**src/hdl/bxo_pkg.sv**
```systemverilog
/*
  Package of the bias, crystal and output control register bank:
  APB offsets, field positions, reset values and driver encodings.
  Assumes a 32-bit APB with one aligned word per register.
*/
package bxo_pkg;

  // ****************************************
  // Register byte offsets
  // ****************************************
  localparam logic [7:0] BXO_OFS_BIAS_CALIBRATION_STATUS = 8'h00;
  localparam logic [7:0] BXO_OFS_XO_CFG = 8'h04;
  localparam logic [7:0] BXO_OFS_OD_CFG = 8'h08;
  localparam logic [7:0] BXO_OFS_DRV_EN = 8'h0C;
  localparam logic [7:0] BXO_OFS_DRV_MODE = 8'h10;
  localparam logic [7:0] BXO_OFS_IRQ_STS = 8'h14;
  localparam logic [7:0] BXO_OFS_IRQ_MASK = 8'h18;

  // ****************************************
  // Field positions
  // ****************************************
  localparam int BXO_BIT_CAL_DONE = 0;
  localparam int BXO_BIT_CAL_FAIL = 1;
  localparam int BXO_POS_CAL_SEL = 2;
  localparam int BXO_POS_CAL_EFF = 5;
  localparam int BXO_BIT_CMP_RAW = 8;
  localparam int BXO_POS_GAIN = 14;
  localparam int BXO_BIT_XO_REG = 16;
  localparam int BXO_POS_XO_SPARE = 17;
  localparam int BXO_BIT_OD_REG = 15;
  localparam int BXO_POS_DIS_STATE = 2;
  localparam int BXO_BIT_DIS = 1;
  localparam int BXO_BIT_PD = 0;
  localparam int BXO_BIT_IRQ_DONE = 0;
  localparam int BXO_BIT_IRQ_FAIL = 1;

  // ****************************************
  // Reset values, write masks and minimum divide ratio
  // ****************************************
  localparam logic [31:0] BXO_RST_XO_CFG = 32'h0001_5F1F;
  localparam logic [31:0] BXO_XO_WMASK = 32'h0007_FFFF;
  localparam logic [15:0] BXO_RST_OD_CFG = 16'h8069;
  localparam logic [15:0] BXO_OD_WMASK = 16'hBFFF;
  localparam logic [7:0] BXO_RST_DRV_EN = 8'h00;
  localparam logic [7:0] BXO_DRV_EN_WMASK = 8'h0F;
  localparam logic [1:0] BXO_RST_DRV_MODE = 2'h0;
  localparam logic [13:0] BXO_MIN_RATIO = 14'h000A;

  // ****************************************
  // Driver type and disabled state codes
  // ****************************************
  localparam logic [1:0] BXO_MODE_HCSL = 2'h0;
  localparam logic [1:0] BXO_MODE_LVDS = 2'h2;
  localparam logic [1:0] BXO_MODE_CMOS = 2'h3;
  localparam logic [1:0] BXO_DIS_LOW = 2'h0;
  localparam logic [1:0] BXO_DIS_LOWHIGH = 2'h1;
  localparam logic [1:0] BXO_DIS_HIZ = 2'h2;
  localparam logic [1:0] BXO_DIS_RUN = 2'h3;

endpackage

```
**src/hdl/bxo_pin_if.sv**
```systemverilog
/*
  Interface carrying the driver pin pair and its enables between
  the register bank and the pin driver module.
  Assumes both ends run on the same clock.
*/
`timescale 1ns/100ps
`default_nettype none
interface bxo_pin_if;
  logic [1:0] drv_mode;
  logic [1:0] dis_state;
  logic disabled;
  logic power_off;
  logic clk_in;
  logic pin_true;
  logic pin_comp;
  logic pin_oe;

  modport ctrl
  (
    output drv_mode,
    output dis_state,
    output disabled,
    output power_off,
    output clk_in,
    input pin_true,
    input pin_comp,
    input pin_oe
  );

  modport drv
  (
    input drv_mode,
    input dis_state,
    input disabled,
    input power_off,
    input clk_in,
    output pin_true,
    output pin_comp,
    output pin_oe
  );
endinterface
`default_nettype wire

```
**src/hdl/bxo_pin_drv.sv**
```systemverilog
/*
  Pin driver: turns the enable, power-down and disabled-state controls
  into registered levels and an output enable for the pin pair.
  Assumes the clock to be passed is a synchronous level input.
*/
`timescale 1ns/100ps
`default_nettype none
module bxo_pin_drv
  import bxo_pkg::*;
(
  input wire logic pclk,
  input wire logic presetn,
  bxo_pin_if.drv pins
);

  logic true_q;
  logic comp_q;
  logic oe_q;

  // ****************************************
  // Pin state
  // ****************************************
  always_ff @(posedge pclk or negedge presetn)
  begin
    if (!presetn)
    begin
      true_q <= 1'b0;
      comp_q <= 1'b0;
      oe_q <= 1'b0;
    end
    else if (pins.power_off)
    begin
      // Power-down overrides every enable source
      true_q <= 1'b0;
      comp_q <= 1'b0;
      oe_q <= 1'b0;
    end
    else if (pins.disabled && pins.dis_state != BXO_DIS_RUN)
    begin
      case (pins.dis_state)
        BXO_DIS_LOW:
        begin
          true_q <= 1'b0;
          comp_q <= (pins.drv_mode == BXO_MODE_LVDS);
          oe_q <= 1'b1;
        end
        BXO_DIS_LOWHIGH:
        begin
          true_q <= 1'b0;
          comp_q <= 1'b1;
          oe_q <= 1'b1;
        end
        default:
        begin
          true_q <= 1'b0;
          comp_q <= 1'b0;
          oe_q <= 1'b0;
        end
      endcase
    end
    else
    begin
      // CMOS drives both legs in opposite phase, as do the differential types
      true_q <= pins.clk_in;
      comp_q <= ~pins.clk_in;
      oe_q <= 1'b1;
    end
  end

  assign pins.pin_true = true_q;
  assign pins.pin_comp = comp_q;
  assign pins.pin_oe = oe_q;

endmodule
`default_nettype wire

```
**src/hdl/bxo_regs.sv**
```systemverilog
/*
  Register bank for bias calibration status, crystal oscillator,
  output divider and output driver control, reached over APB.
  Assumes calibration status inputs are synchronous to pclk.
*/
`timescale 1ns/100ps
`default_nettype none
module bxo_regs
  import bxo_pkg::*;
(
  input wire logic pclk,
  input wire logic presetn,
  input wire logic psel,
  input wire logic penable,
  input wire logic pwrite,
  input wire logic [7:0] paddr,
  input wire logic [31:0] pwdata,
  output logic [31:0] prdata,
  output logic pready,
  output logic pslverr,
  input wire logic cal_done,
  input wire logic cal_fail,
  input wire logic [2:0] cal_sel,
  input wire logic [2:0] cal_eff,
  input wire logic cal_cmp_raw,
  input wire logic output_enable,
  input wire logic clk_src,
  output logic crystal_regulator_on,
  output logic [1:0] gain_boost_count,
  output logic divider_regulator_on,
  output logic [13:0] divide_ratio,
  output logic driver_power_off,
  output logic clock_pin_true,
  output logic clock_pin_true_oe,
  output logic clock_pin_complement,
  output logic clock_pin_complement_oe,
  output logic irq
);

  bxo_pin_if pins ();

  logic [15:0] cal_sts_q;
  logic [31:0] xo_cfg_q;
  logic [15:0] od_cfg_q;
  logic [7:0] drv_en_q;
  logic [1:0] drv_mode_q;
  logic [1:0] irq_sts_q;
  logic [1:0] irq_mask_q;
  logic cal_done_prev_q;
  logic [31:0] prdata_q;
  logic pslverr_q;
  logic wr_en;
  logic rd_en;
  logic addr_ok;
  logic [31:0] rd_d;
  logic [1:0] irq_set;
  logic [1:0] irq_clr;

  // ****************************************
  // APB decode
  // ****************************************
  // Zero wait states: every access completes in its first access cycle
  assign pready = 1'b1;
  assign wr_en = psel && penable && pwrite && addr_ok;
  assign rd_en = psel && penable && !pwrite;

  always_comb
  begin
    addr_ok = 1'b1;
    rd_d = 32'h0000_0000;
    case (paddr)
      BXO_OFS_BIAS_CALIBRATION_STATUS: rd_d = {16'h0000, cal_sts_q};
      BXO_OFS_XO_CFG: rd_d = xo_cfg_q;
      BXO_OFS_OD_CFG: rd_d = {16'h0000, od_cfg_q};
      BXO_OFS_DRV_EN: rd_d = {24'h000000, drv_en_q};
      BXO_OFS_DRV_MODE: rd_d = {30'h00000000, drv_mode_q};
      BXO_OFS_IRQ_STS: rd_d = {30'h00000000, irq_sts_q};
      BXO_OFS_IRQ_MASK: rd_d = {30'h00000000, irq_mask_q};
      default: addr_ok = 1'b0;
    endcase
  end

  // Read data is registered, so prdata comes out of a flip-flop; the
  // combinational read value is captured in the setup cycle.
  always_ff @(posedge pclk or negedge presetn)
  begin
    if (!presetn)
      prdata_q <= 32'h0000_0000;
    else if (psel && !penable && !pwrite)
      prdata_q <= rd_d;
  end

  always_ff @(posedge pclk or negedge presetn)
  begin
    if (!presetn)
      pslverr_q <= 1'b0;
    else if (psel && !penable)
      pslverr_q <= !addr_ok;
  end

  assign prdata = rd_en ? prdata_q : 32'h0000_0000;
  assign pslverr = psel && penable && pslverr_q;

  // ****************************************
  // Calibration status, read only
  // ****************************************
  always_ff @(posedge pclk or negedge presetn)
  begin
    if (!presetn)
      cal_sts_q <= 16'h0000;
    else
    begin
      // Software writes never reach this register
      cal_sts_q <= 16'h0000;
      cal_sts_q[BXO_BIT_CAL_DONE] <= cal_done;
      cal_sts_q[BXO_BIT_CAL_FAIL] <= cal_fail;
      cal_sts_q[BXO_POS_CAL_SEL +: 3] <= cal_sel;
      cal_sts_q[BXO_POS_CAL_EFF +: 3] <= cal_eff;
      cal_sts_q[BXO_BIT_CMP_RAW] <= cal_cmp_raw;
    end
  end

  // ****************************************
  // Control registers
  // ****************************************
  always_ff @(posedge pclk or negedge presetn)
  begin
    if (!presetn)
      xo_cfg_q <= BXO_RST_XO_CFG;
    else if (wr_en && paddr == BXO_OFS_XO_CFG)
      xo_cfg_q <= pwdata & BXO_XO_WMASK;
  end

  always_ff @(posedge pclk or negedge presetn)
  begin
    if (!presetn)
      od_cfg_q <= BXO_RST_OD_CFG;
    else if (wr_en && paddr == BXO_OFS_OD_CFG)
      od_cfg_q <= pwdata[15:0] & BXO_OD_WMASK;
  end

  always_ff @(posedge pclk or negedge presetn)
  begin
    if (!presetn)
      drv_en_q <= BXO_RST_DRV_EN;
    else if (wr_en && paddr == BXO_OFS_DRV_EN)
      drv_en_q <= pwdata[7:0] & BXO_DRV_EN_WMASK;
  end

  always_ff @(posedge pclk or negedge presetn)
  begin
    if (!presetn)
      drv_mode_q <= BXO_RST_DRV_MODE;
    else if (wr_en && paddr == BXO_OFS_DRV_MODE)
      drv_mode_q <= pwdata[1:0];
  end

  always_ff @(posedge pclk or negedge presetn)
  begin
    if (!presetn)
      irq_mask_q <= 2'h0;
    else if (wr_en && paddr == BXO_OFS_IRQ_MASK)
      irq_mask_q <= pwdata[1:0];
  end

  // ****************************************
  // Interrupts
  // ****************************************
  always_ff @(posedge pclk or negedge presetn)
  begin
    if (!presetn)
      cal_done_prev_q <= 1'b0;
    else
      cal_done_prev_q <= cal_done;
  end

  assign irq_set[BXO_BIT_IRQ_DONE] = cal_done && !cal_done_prev_q;
  assign irq_set[BXO_BIT_IRQ_FAIL] = cal_done && !cal_done_prev_q && cal_fail;
  assign irq_clr = (wr_en && paddr == BXO_OFS_IRQ_STS) ? pwdata[1:0] : 2'h0;

  // A new event beats a clear in the same cycle
  always_ff @(posedge pclk or negedge presetn)
  begin
    if (!presetn)
      irq_sts_q <= 2'h0;
    else
      irq_sts_q <= (irq_sts_q & ~irq_clr) | irq_set;
  end

  assign irq = |(irq_sts_q & irq_mask_q);

  // ****************************************
  // Analog controls
  // ****************************************
  assign crystal_regulator_on = xo_cfg_q[BXO_BIT_XO_REG];
  assign gain_boost_count = xo_cfg_q[BXO_POS_GAIN +: 2];
  assign divider_regulator_on = od_cfg_q[BXO_BIT_OD_REG];
  // Values below the minimum are passed as written; software keeps them legal
  assign divide_ratio = od_cfg_q[13:0];
  assign driver_power_off = drv_en_q[BXO_BIT_PD];

  // ****************************************
  // Output driver
  // ****************************************
  assign pins.drv_mode = drv_mode_q;
  assign pins.dis_state = drv_en_q[BXO_POS_DIS_STATE +: 2];
  // Disabled by the register bit or by the external enable input
  assign pins.disabled = drv_en_q[BXO_BIT_DIS] || !output_enable;
  assign pins.power_off = drv_en_q[BXO_BIT_PD];
  assign pins.clk_in = clk_src;

  bxo_pin_drv u_pin_drv
  (
    .pclk(pclk),
    .presetn(presetn),
    .pins(pins)
  );

  assign clock_pin_true = pins.pin_true;
  assign clock_pin_complement = pins.pin_comp;
  assign clock_pin_true_oe = pins.pin_oe;
  assign clock_pin_complement_oe = pins.pin_oe;

endmodule
`default_nettype wire

```
**config.mk**
```make
export PLATFORM = sky130hd
export DESIGN_NAME = bxo_regs
export DESIGN_NICKNAME = d
export VERILOG_FILES = /design/src/hdl/bxo_pkg.sv /design/src/hdl/bxo_pin_if.sv /design/src/hdl/bxo_pin_drv.sv /design/src/hdl/bxo_regs.sv
export SDC_FILE = /design/constraint.sdc
export NUM_CORES = 1
export LEC_CHECK = 0
export BUFFER_PORTS_ARGS = -buffer_cell sky130_fd_sc_hd__buf_2
export CORE_ASPECT_RATIO = 1.4
export CORE_UTILIZATION = 46
export CTS_CLUSTER_DIAMETER = 120
export DETAILED_ROUTE_END_ITERATION = 8
export GPL_TIMING_DRIVEN = 0
export PLACE_DENSITY = 0.79
export SLEW_MARGIN = 20
export SYNTH_ARGS = -nofsm -noshare
export SYNTH_HDL_FRONTEND = slang
export SYNTH_HIERARCHICAL = 1
export SYNTH_SLANG_ARGS = --single-unit
export TNS_END_PERCENT = 50
```
**constraint.sdc**
```tcl
create_clock -name pclk -period 1.1 [get_ports pclk]
set_input_delay 0.22 -clock pclk [delete_from_list [all_inputs] [get_ports pclk]]
set_output_delay 0.22 -clock pclk [all_outputs]
set_load 0.03 [all_outputs]
```
==> metrics.log, run 1 <==
[metrics] number of rows in the core area: 37
[metrics] worst setup slack for register-to-register paths: -0.17 ns
[metrics] initial core utilization: 0.4809
[metrics] share of cells above drive strength 1: 0.6538
[metrics] detailed-route wire length per cell: 18.79 um
[metrics] type of the setup path with the least slack: in -> reg
[metrics] most used cells in the layout excluding fill and tap cells: sky130_fd_sc_hd__dfrtp_1, sky130_fd_sc_hd__buf_6, sky130_fd_sc_hd__buf_4
[metrics] critical path fanouts, max: 4
[metrics] input/output buffers: 84
[metrics] result of the run: finished, violations left
[metrics] violations in the final reports: setup timing
[metrics] final setup violating endpoints: 102
[metrics] final worst slack: -0.3404 ns
[metrics] Layout Skew: 0.01024 ns
[metrics] proportion of power drawn by combinational gates: 0.104
[metrics] Mapped Cells: 281
[metrics] total power density per cell area: 1079 nW/um2
[metrics] detailed router's first-iteration violation count: 224
[metrics] Flop pwr share: 0.480
[metrics] number of endpoints with negative hold slack in the final report: 0
[metrics] async set-reset flop share out of synthesis: 1.000
[metrics] number of enable-type register cells in the synthesized netlist: 0
[metrics] Horiz. Die Dim: 76.61 um
[metrics] overall routed net length: 10.07 mm
[metrics] total clock sinks: 76
[metrics] remaining max-slew budget at the tightest pin: 0.5303
[metrics] Syn Std Cell Area: 3585 um2
[metrics] proportion of netlist area held by the largest area contributor: 0.4119
[metrics] launch instance of the worst min-delay path: clk_src
[metrics] switching share of power: 0.2307
[metrics] GR Util All Layers: 0.2536
[metrics] area enclosed by the die boundary: 8155 um2
[metrics] final clock period utilization by the worst path: 1.309
[metrics] area of the multi-input gates: 1715 um2
[metrics] WP data arrival: 1.67 ns
[metrics] Switch Pwr: 1.372 mW
[metrics] dpl hpwl: 5.751 mm
[metrics] Data required, critical path: 1.33 ns
[metrics] launch instance of the worst register-to-register path: irq_sts_q[0]
[metrics] first-pass GRT wire length: 15.63 mm
[metrics] worst-case vdd ir drop: 1.554 mV
[metrics] number of optimization iterations in the first detailed-route pass: 4
[metrics] Post-Layout Inst Area: 5514 um2
[metrics] Slew Limit Fails: 0
[metrics] Tightest Pin Transition: 0.7007 ns
[metrics] top post-synthesis cells by area: sky130_fd_sc_hd__dfrtp_1, sky130_fd_sc_hd__dfstp_2, sky130_fd_sc_hd__mux2_4
[metrics] final standard cell utilization of the core: 0.7398
[metrics] Top Ports: 114
[metrics] number of antenna violations at the first check in global routing: 0
[metrics] core area: 7453 um2
[metrics] count of antenna-violating nets left after detailed routing: 0
[metrics] TritonCTS clock tree: built
[metrics] floorplan die height: 106.5 um
[metrics] cells on worst reg2reg path: 4
[metrics] global route overflow: 0
[metrics] CTS HTree Levels: 3
[metrics] Root Buffer Master: sky130_fd_sc_hd__clkbuf_8
[metrics] Total Nets Final: 490
[metrics] overall via count from detail_route: 2914
[metrics] count of distinct cell types in the synthesized netlist: 41
[metrics] startpoint class of the critical path: input pin
[metrics] path class of the lowest-slack min-delay path: in -> reg
[metrics] insertion delay of the later-clocked pin in the worst-skew pair: 0.35 ns
[metrics] via count of the first global-routing pass: 3058
[metrics] detailed-route DRC error count: 0
[metrics] mean cell area of the mapped netlist: 12.76 um2
[metrics] largest area contributor in the synthesized netlist: sky130_fd_sc_hd__dfrtp_1
[metrics] destination of the worst register-to-register timing path: prdata_q[0]
[metrics] post-layout power: 5.949 mW
[metrics] footprint of the flip-flops and latches: 1923 um2
[metrics] leading cell type in the layout, fill and taps excluded: sky130_fd_sc_hd__dfrtp_1
[metrics] final hold slack: 0.06415 ns
[metrics] Pint: 4.576 mW
[metrics] Hold Path End: u_pin_drv/pins.pin_comp
[metrics] routability congestion estimate: 0.8162
[metrics] Post-DP Area: 4228 um2
[metrics] Inserted Clock Buffers: 9
[metrics] count of warnings emitted by yosys: 6
[metrics] max-capacitance violation count: 0
[metrics] top_reg_cell synth: sky130_fd_sc_hd__dfrtp_1
[metrics] filler cell count: 423
[metrics] Critical Path End Type: register
[metrics] antenna cell count: 0
[metrics] static leakage: 2.684 nW
[metrics] cell depth of the worst hold path: 2
[metrics] unrepaired setup endpoints after global routing: true
[metrics] highest clock frequency the design can meet: 694.2 MHz
[metrics] register area share after synthesis: 0.5365
[metrics] Area growth syn-to-layout: 53.82%
[metrics] Seq cells post-synth: 76
[metrics] largest net degree at the start of global routing: 43
[metrics] clock network fraction of total power: 0.417
[metrics] Final min period: 1.440 ns
[metrics] clock-pin slew reported for the worst setup and hold paths after clock tree synthesis: 0.07 ns
[metrics] vias per cell: 5.437
[metrics] maximum buffer depth of the clock tree: 2
registers in the layout, summed over array words and instances, names as in the netlist:
register                 count
od_cfg_q                    15
cal_sts_q                    9
u_pin_drv/pins.pin_oe        1
irq_mask_q                   2
xo_cfg_q                    19
u_pin_drv/pins.pin_true      1
prdata_q                    19
irq_sts_q                    2
pslverr_q                    1
u_pin_drv/pins.pin_comp      1
drv_mode_q                   2
drv_en_q                     4
worst max-delay path by stage:
stage,from,to
final,paddr[1],drv_en_q[0]
after global routing,paddr[1],drv_en_q[0]
after CTS,paddr[5],drv_en_q[0]
after detailed placement,paddr[2],xo_cfg_q[6]
after global placement,paddr[2],xo_cfg_q[18]
after floorplan,paddr[6],od_cfg_q[10]
layout make-up:
cell class,instances,area share
tap,97,0.02201
timing repair buffer,133,0.2274
inverter,3,0.002042
clock buffer,13,0.03063
clock inverter,3,0.01225
sequential,76,0.3488
multi-input combinational,184,0.3111
buffer,27,0.04584
cell families (layout without fill, tap and decap cells):
group	after synthesis	after routing	share of synthesized area
AO/OA/AOI/OAI	46	46	0.08935
buffers and inverters	33	179	0.05794
flip-flops	76	76	0.5365
multiplexers	53	53	0.1937
other	2	14	0.002095
AND/OR/NAND/NOR	71	71	0.1204
stage by stage:
| step | setup TNS, ns | setup slack, ns | cells |
|---|---|---|---|
| 4_1_cts | -17.09 | -0.2837 | 529 |
| 3_3_place_gp | -94.57 | -0.9207 | 474 |
| 3_5_place_dp | -59.03 | -0.9889 | 475 |
| 2_1_floorplan | -28.20 | -0.5433 | 293 |
| 5_1_grt | -22.57 | -0.3592 | 536 |
| 6_report | -19.99 | -0.3404 | 536 |
worst max-delay path: stages:
cell	delay (ns)
sky130_fd_sc_hd__buf_12	0.10
sky130_fd_sc_hd__or3_4	0.42
sky130_fd_sc_hd__nor3_4	0.24
sky130_fd_sc_hd__buf_6	0.15
sky130_fd_sc_hd__and3_4	0.22
sky130_fd_sc_hd__mux2_4	0.31
per-layer routing:
metal / up-vias / part of all wire / global-route usage
met5: - / 0 / 0
met2: 144 / 0.51 / 0.4118
met1: 1455 / 0.37 / 0.3030
li1: 1274 / - / -
met4: 0 / 0.056 / 0.1607
met3: 41 / 0.061 / 0.05837
power groups by stage:
stage,combinational [mW],sequential [mW],clock (mW)
5_1_grt,0.660,2.86,2.63
2_1_floorplan,0.245,2.92,0
3_5_place_dp,0.471,2.90,0
3_3_place_gp,0.449,2.90,0
4_1_cts,0.573,2.85,2.49
6_report,0.616,2.85,2.48
timing repair:
| action | 4_1_cts | 5_1_grt |
|---|---|---|
| pin swaps | 10 | 22 |
| hold buffers | 10 | 0 |
| buffers inserted | 27 | 6 |
| endpoints found under the hold margin | 37 | 0 |
| gates cloned | 4 | 1 |
| setup endpoints to repair | 108 | 114 |
| resized for setup | 160 | 39 |
synthesized netlist by cell type (2+ instances only):
cell type	number
sky130_fd_sc_hd__a21oi_1	4
sky130_fd_sc_hd__conb_1	2
sky130_fd_sc_hd__clkbuf_1	6
sky130_fd_sc_hd__o21ai_1	3
sky130_fd_sc_hd__buf_4	17
sky130_fd_sc_hd__and2_1	22
sky130_fd_sc_hd__nand2_1	19
sky130_fd_sc_hd__inv_1	3
sky130_fd_sc_hd__mux2_4	20
sky130_fd_sc_hd__nor2b_1	2
sky130_fd_sc_hd__dfrtp_1	59
sky130_fd_sc_hd__or3b_1	2
sky130_fd_sc_hd__and3_1	2
sky130_fd_sc_hd__a32oi_1	2
sky130_fd_sc_hd__a31oi_1	2
sky130_fd_sc_hd__nor2_1	5
sky130_fd_sc_hd__mux2_2	25
sky130_fd_sc_hd__dfstp_2	17
sky130_fd_sc_hd__nor3_1	2
sky130_fd_sc_hd__nand3_1	3
sky130_fd_sc_hd__a22oi_1	13
sky130_fd_sc_hd__mux4_2	2
sky130_fd_sc_hd__buf_2	4
sky130_fd_sc_hd__o21ai_0	11
sky130_fd_sc_hd__or3_1	3
sky130_fd_sc_hd__a22o_1	8
sky130_fd_sc_hd__buf_6	2
sky130_fd_sc_hd__mux2_1	6
sky130_fd_sc_hd__nand2b_1	3
Note: power is estimated with default switching activity, not from simulation.
==> run 2: changes to the inputs <==
--- a/config.mk
+++ b/config.mk
@@ -12,6 +12,7 @@
 export DETAILED_ROUTE_END_ITERATION = 8
 export GPL_TIMING_DRIVEN = 0
 export PLACE_DENSITY = 0.79
+export RECOVER_POWER = 100
 export SLEW_MARGIN = 20
 export SYNTH_ARGS = -nofsm -noshare
 export SYNTH_HDL_FRONTEND = slang
==> metrics.log, run 2 (same netlist as run 1, synthesis figures left out) <==
[metrics] detailed-route DRC error count: 0 (unchanged)
[metrics] most used cells in the layout excluding fill and tap cells: sky130_fd_sc_hd__dfrtp_1, sky130_fd_sc_hd__buf_6, sky130_fd_sc_hd__buf_4 (unchanged)
[metrics] via count of the first global-routing pass: 3058 (unchanged)
[metrics] worst-case vdd ir drop: 1.555 mV (was 1.554 mV)
[metrics] unrepaired setup endpoints after global routing: true (unchanged)
[metrics] total power density per cell area: 1079 nW/um2 (about the same)
[metrics] number of antenna violations at the first check in global routing: 0 (unchanged)
[metrics] number of optimization iterations in the first detailed-route pass: 4 (unchanged)
[metrics] static leakage: 2.681 nW (was 2.684 nW)
[metrics] Layout Skew: 0.009488 ns (was 0.01024 ns)
[metrics] number of rows in the core area: 37 (unchanged)
[metrics] final clock period utilization by the worst path: 1.311 (was 1.309)
[metrics] core area: 7453 um2 (unchanged)
[metrics] global route overflow: 0 (unchanged)
[metrics] count of antenna-violating nets left after detailed routing: 0 (unchanged)
[metrics] WP data arrival: 1.67 ns (about the same)
[metrics] Slew Limit Fails: 0 (unchanged)
[metrics] Top Ports: 114 (unchanged)
[metrics] final worst slack: -0.3424 ns (was -0.3404 ns)
[metrics] routability congestion estimate: 0.8162 (unchanged)
[metrics] footprint of the flip-flops and latches: 1923 um2 (unchanged)
[metrics] Final min period: 1.442 ns (was 1.440 ns)
[metrics] largest registers ranked by flip-flop count: prdata_q (19), xo_cfg_q (19), od_cfg_q (15) (unchanged)
[metrics] launching instance or port of the critical path: paddr[1] (unchanged)
[metrics] worst setup slack for register-to-register paths: -0.17 ns (about the same)
[metrics] Total Nets Final: 490 (unchanged)
[metrics] initial core utilization: 0.4809 (unchanged)
[metrics] total clock sinks: 76 (unchanged)
[metrics] type of the setup path with the least slack: in -> reg (unchanged)
[metrics] highest clock frequency the design can meet: 693.3 MHz (was 694.2 MHz)
[metrics] insertion delay of the later-clocked pin in the worst-skew pair: 0.35 ns (about the same)
[metrics] filler cell count: 424 (was 423)
[metrics] critical path fanouts, max: 4 (unchanged)
[metrics] CTS HTree Levels: 3 (unchanged)
[metrics] area of the multi-input gates: 1715 um2 (unchanged)
[metrics] detailed-route wire length per cell: 18.82 um (was 18.79 um)
[metrics] met1 global-route usage: 0.3030 (unchanged)
[metrics] Data required, critical path: 1.33 ns (about the same)
[metrics] worst setup timing slack at the placement stage: -0.9889 ns (unchanged)
[metrics] final standard cell utilization of the core: 0.7396 (was 0.7398)
[metrics] result of the run: finished, violations left (unchanged)
[metrics] launch instance of the worst min-delay path: clk_src (unchanged)
[metrics] antenna cell count: 0 (unchanged)
[metrics] remaining max-slew budget at the tightest pin: 0.5274 (was 0.5303)
[metrics] area enclosed by the die boundary: 8155 um2 (unchanged)
[metrics] leading cell type in the layout, fill and taps excluded: sky130_fd_sc_hd__dfrtp_1 (unchanged)
[metrics] Horiz. Die Dim: 76.61 um (unchanged)
[metrics] violations in the final reports: setup timing (unchanged)
[metrics] max-capacitance violation count: 0 (unchanged)
[metrics] Root Buffer Master: sky130_fd_sc_hd__clkbuf_8 (unchanged)
[metrics] first-pass GRT wire length: 15.63 mm (unchanged)
[metrics] number of endpoints with negative hold slack in the final report: 0 (unchanged)
[metrics] Inserted Clock Buffers: 9 (unchanged)
[metrics] final setup violating endpoints: 102 (unchanged)
[metrics] GR Util All Layers: 0.2536 (unchanged)
[metrics] global routing met3 resource utilization: 0.05837 (unchanged)
[metrics] Tightest Pin Transition: 0.7051 ns (was 0.7007 ns)
[metrics] detailed router's first-iteration violation count: 214 (was 224)
[metrics] Critical Path End Type: register (unchanged)
[metrics] overall routed net length: 10.09 mm (was 10.07 mm)
[metrics] floorplan die height: 106.5 um (unchanged)
[metrics] overall via count from detail_route: 2913 (was 2914)
[metrics] global route hottest layer: met2 (unchanged)
[metrics] final hold slack: 0.06542 ns (was 0.06415 ns)
[metrics] met2 usage in global routing: 0.4118 (unchanged)
[metrics] clock-pin slew reported for the worst setup and hold paths after clock tree synthesis: 0.07 ns (about the same)
[metrics] largest net degree at the start of global routing: 43 (unchanged)
[metrics] path class of the lowest-slack min-delay path: in -> reg (unchanged)
[metrics] dpl hpwl: 5.751 mm (unchanged)
[metrics] startpoint class of the critical path: input pin (unchanged)
[metrics] vias per cell: 5.435 (was 5.437)
[metrics] TritonCTS clock tree: built (unchanged)
[metrics] input/output buffers: 84 (unchanged)
[metrics] launch instance of the worst register-to-register path: irq_sts_q[0] (unchanged)
[metrics] maximum buffer depth of the clock tree: 2 (unchanged)
[metrics] share of cells above drive strength 1: 0.6515 (was 0.6538)
[metrics] Area growth syn-to-layout: 53.79% (was 53.82%)
[run 2: cell count changes in the layout (fill, tap and decap cells not counted)]
cell / before / now
sky130_fd_sc_hd__clkbuf_4: 2 / 3
sky130_fd_sc_hd__buf_4: 45 / 44
sky130_fd_sc_hd__buf_2: 33 / 32
sky130_fd_sc_hd__clkbuf_1: 2 / 3
[run 2: metal layers]
metal  vias up  share of wire
met2       149           0.51
li1       1274              -
met4         0          0.063
met3        47          0.062
met5         -              0
met1      1443           0.36
[run 2: path summary, 6_finish.rpt]
check,to,cells past startpoint
min in group asynchronous,prdata_q[6],2
worst max-delay path,drv_en_q[1],6
worst min register to register,prdata_q[5],2
worst min-delay path,u_pin_drv/pins.pin_comp,2
worst max register to register,prdata_q[0],4
max in group asynchronous,od_cfg_q[3],3
[run 2: worst max-delay path, cell delays in order]
cell,delay (ns)
sky130_fd_sc_hd__buf_12,0.10
sky130_fd_sc_hd__or3_4,0.41
sky130_fd_sc_hd__nor3_4,0.24
sky130_fd_sc_hd__buf_6,0.15
sky130_fd_sc_hd__and3_4,0.22
sky130_fd_sc_hd__mux2_4,0.31
[run 2: layout make-up]
| type | instances | share of cell area |
|---|---|---|
| flip-flops and latches | 76 | 0.3488 |
| multi-input cells | 184 | 0.3112 |
| repair buffers | 133 | 0.2272 |
| plain buffers | 27 | 0.04585 |
| clock buffers | 13 | 0.03064 |
| well taps | 97 | 0.02202 |
| clock inverters | 3 | 0.01226 |
| inverters | 3 | 0.002043 |
[run 2: repair_timing]
action,in CTS,in global routing
buffers inserted,27,6
hold endpoints to repair,37,0
pin swaps,10,22
endpoints found under the setup margin,108,114
hold buffers,10,0
cloned,4,1
resized for setup,160,39
[run 2: power breakdown]
part / switching, mW / internal, mW / leakage [nW] / total, mW
Combinational: 0.340 / 0.276 / 1.61 / 0.616
Clock: 1.02 / 1.47 / 0.116 / 2.48
Sequential: 0.0198 / 2.83 / 0.958 / 2.85
Total: 1.38 / 4.58 / 2.68 / 5.95
[run 2: stage by stage]
step	power (mW)	cell area, um2	TNS (ns)	instances
6_report	5.951	5513	-19.97	536
5_1_grt	6.146	5513	-23.11	536
4_1_cts	5.915	5319	-17.09	529
3_5_place_dp	3.373	4228	-59.03	475
3_3_place_gp	3.350	4205	-94.57	474
2_1_floorplan	3.161	3664	-28.20	293
==> run 3: changes to the inputs <==
--- a/config.mk
+++ b/config.mk
@@ -18,4 +18,4 @@
 export SYNTH_HDL_FRONTEND = slang
 export SYNTH_HIERARCHICAL = 1
 export SYNTH_SLANG_ARGS = --single-unit
-export TNS_END_PERCENT = 50
+export TNS_END_PERCENT = 10
==> metrics.log, run 3 (same netlist as run 1, synthesis figures left out) <==
[metrics] initial core utilization: 0.4809 (unchanged)
[metrics] insertion delay of the later-clocked pin in the worst-skew pair: 0.36 ns (was 0.35 ns)
[metrics] vias per cell: 5.150 (was 5.435)
[metrics] TNS Setup: -17.51 ns (was -19.97 ns)
[metrics] dpl hpwl: 5.699 mm (was 5.751 mm)
[metrics] overall routed net length: 8.921 mm (was 10.09 mm)
[metrics] routability congestion estimate: 0.8381 (was 0.8162)
[metrics] launching instance or port of the critical path: paddr[4] (was paddr[1])
[metrics] path class of the lowest-slack min-delay path: in -> reg (unchanged)
[metrics] Root Buffer Master: sky130_fd_sc_hd__clkbuf_8 (unchanged)
[metrics] final setup violating endpoints: 106 (was 102)
[metrics] cell depth of the worst hold path: 2 (unchanged)
[metrics] maximum single-stage delay on the critical path: 0.41 ns (about the same)
[metrics] violations in the final reports: setup timing (unchanged)
[metrics] via count of the first global-routing pass: 2731 (was 3058)
[metrics] critical path fanouts, max: 5 (was 4)
[metrics] Data required, critical path: 1.34 ns (was 1.33 ns)
[metrics] worst setup slack for register-to-register paths: -0.08 ns (was -0.17 ns)
[metrics] slowest cell on the critical path: sky130_fd_sc_hd__or3_4 (unchanged)
[metrics] Total Nets Final: 469 (was 490)
[metrics] cells on worst reg2reg path: 4 (unchanged)
[metrics] worst-case vdd ir drop: 1.018 mV (was 1.555 mV)
[metrics] antenna cell count: 0 (unchanged)
[metrics] clock-pin slew reported for the worst setup and hold paths after clock tree synthesis: 0.07 ns (about the same)
[metrics] Inserted Clock Buffers: 9 (unchanged)
[metrics] number of antenna violations at the first check in global routing: 0 (unchanged)
[metrics] largest registers ranked by flip-flop count: prdata_q (19), xo_cfg_q (19), od_cfg_q (15) (unchanged)
[metrics] total power density per cell area: 1080 nW/um2 (was 1079 nW/um2)
[metrics] depth of the critical timing path with buffers and inverters included: 7 (was 6)
[metrics] destination of the worst register-to-register timing path: prdata_q[0] (unchanged)
[metrics] Horiz. Die Dim: 76.61 um (unchanged)
[metrics] floorplan die height: 106.5 um (unchanged)
[metrics] input/output buffers: 84 (unchanged)
[metrics] type of the setup path with the least slack: in -> reg (unchanged)
[metrics] Layout Skew: 0.005878 ns (was 0.009488 ns)
[metrics] maximum buffer depth of the clock tree: 2 (unchanged)
[metrics] WP data arrival: 1.67 ns (about the same)
[metrics] remaining max-slew budget at the tightest pin: 0.6024 (was 0.5274)
[metrics] leading cell type in the layout, fill and taps excluded: sky130_fd_sc_hd__dfrtp_1 (unchanged)
[metrics] final worst slack: -0.3260 ns (was -0.3424 ns)
[metrics] overall via count from detail_route: 2652 (was 2913)
[metrics] critical path buffer and inverter count: 3 (was 2)
[metrics] CTS HTree Levels: 3 (unchanged)
[metrics] highest clock frequency the design can meet: 701.2 MHz (was 693.3 MHz)
[metrics] unrepaired setup endpoints after global routing: true (unchanged)
[metrics] TritonCTS clock tree: built (unchanged)
[metrics] number of endpoints with negative hold slack in the final report: 0 (unchanged)
[metrics] final clock period utilization by the worst path: 1.296 (was 1.311)
[metrics] Slew Limit Fails: 0 (unchanged)
[metrics] launch instance of the worst register-to-register path: drv_en_q[0] (was irq_sts_q[0])
[metrics] total clock sinks: 76 (unchanged)
[metrics] startpoint class of the critical path: input pin (unchanged)
[metrics] static leakage: 2.512 nW (was 2.681 nW)
[metrics] result of the run: finished, violations left (unchanged)
[metrics] global route overflow: 0 (unchanged)
[metrics] max-capacitance violation count: 0 (unchanged)
[metrics] number of rows in the core area: 37 (unchanged)
[metrics] termination of the worst setup path: xo_cfg_q[7] (was drv_en_q[1])
[metrics] GR Util All Layers: 0.2316 (was 0.2536)
[metrics] area enclosed by the die boundary: 8155 um2 (unchanged)
[metrics] chain of cells forming the critical path: buf_8 > or3_4 > nor3_4 > buf_6 > nand2_8 > buf_12 > mux2_4 (was buf_12 > or3_4 > nor3_4 > buf_6 > and3_4 > mux2_4)
[metrics] largest net degree at the start of global routing: 44 (was 43)
[metrics] detailed-route DRC error count: 0 (unchanged)
[metrics] detailed router's first-iteration violation count: 111 (was 214)
[metrics] Area growth syn-to-layout: 44.01% (was 53.79%)
[metrics] detailed-route wire length per cell: 17.32 um (was 18.82 um)
[metrics] final hold slack: 0.05631 ns (was 0.06542 ns)
[metrics] Worst path top cell family by delay: simple AND/OR/NAND/NOR gates (unchanged)
[metrics] Tightest Pin Transition: 0.5932 ns (was 0.7051 ns)
[metrics] Final min period: 1.426 ns (was 1.442 ns)
[metrics] number of optimization iterations in the first detailed-route pass: 4 (unchanged)
[metrics] Top Ports: 114 (unchanged)
[metrics] filler cell count: 511 (was 424)
[metrics] share of cells above drive strength 1: 0.6053 (was 0.6515)
[metrics] count of antenna-violating nets left after detailed routing: 0 (unchanged)
[metrics] first-pass GRT wire length: 13.95 mm (was 15.63 mm)
[metrics] Critical Path End Type: register (unchanged)
[metrics] most used cells in the layout excluding fill and tap cells: sky130_fd_sc_hd__dfrtp_1, sky130_fd_sc_hd__buf_6, sky130_fd_sc_hd__buf_2 (was sky130_fd_sc_hd__dfrtp_1, sky130_fd_sc_hd__buf_6, sky130_fd_sc_hd__buf_4)
[metrics] core area: 7453 um2 (unchanged)
## run 3: cell count changes in the layout (fill, tap and decap cells not counted), sizes merged
cell      change
clkinvlp      -1
bufinv        -1
clkinv        +1
buf          -20
## run 3: through the flow
step	std cells	setup WS [ns]	area, um2	util	power [mW]
detailed placement	475	-0.9561	4227	0.5671	3.375
CTS	513	-0.2850	5070	0.6802	5.576
global route	515	-0.3431	5162	0.6926	5.777
global placement	474	-0.9040	4204	0.5640	3.348
finish	515	-0.3260	5162	0.6926	5.578
floorplan	293	-0.5433	3662	-	3.160
## run 3: worst min path at each step
stage	endpoint	from
floorplan	cal_sts_q[0]	presetn
global placement	cal_sts_q[5]	cal_eff[0]
detailed placement	od_cfg_q[1]	presetn
CTS	u_pin_drv/pins.pin_comp	clk_src
global route	u_pin_drv/pins.pin_comp	clk_src
finish	u_pin_drv/pins.pin_comp	clk_src
## run 3: area by class of cell
cell class              count  area, um2  area share
flip-flops and latches     76       1926      0.3730
clock buffers              14      162.7     0.03151
multi-input cells         184       1644      0.3185
repair buffers            111       1002      0.1941
clock inverters             2      35.03    0.006786
plain buffers              28      260.3     0.05041
inverters                   3      11.26    0.002181
well taps                  97      121.4     0.02351
## run 3: metal layers
metal  vias up  track usage  wire length [um]
met5         -            0                 0
met4         0       0.1195               175
met3        15      0.06180               372
met2        87       0.4041              4838
met1      1323       0.2578              3535
li1       1227            -                 -
## run 3: power breakdown
| part | internal (mW) | total (mW) | switching, mW |
|---|---|---|---|
| sequential | 2.83 | 2.85 | 0.0189 |
| combinational | 0.252 | 0.571 | 0.319 |
| clock | 1.17 | 2.15 | 0.982 |
## run 3: what timing repair did
action	4_1_cts	5_1_grt
gates cloned	1	0
hold buffers	10	0
setup buffers	12	3
hold endpoints to repair	36	0
pin swaps	6	9
setup endpoints to repair	109	108
resized for setup	139	37
## run 3: worst reg2reg max path: stages, from the launching register on
cell	delay (ns)
sky130_fd_sc_hd__dfrtp_2	0.45
sky130_fd_sc_hd__mux2_2	0.28
sky130_fd_sc_hd__a22o_1	0.20
sky130_fd_sc_hd__nand2_1	0.07
sky130_fd_sc_hd__a31oi_1	0.06
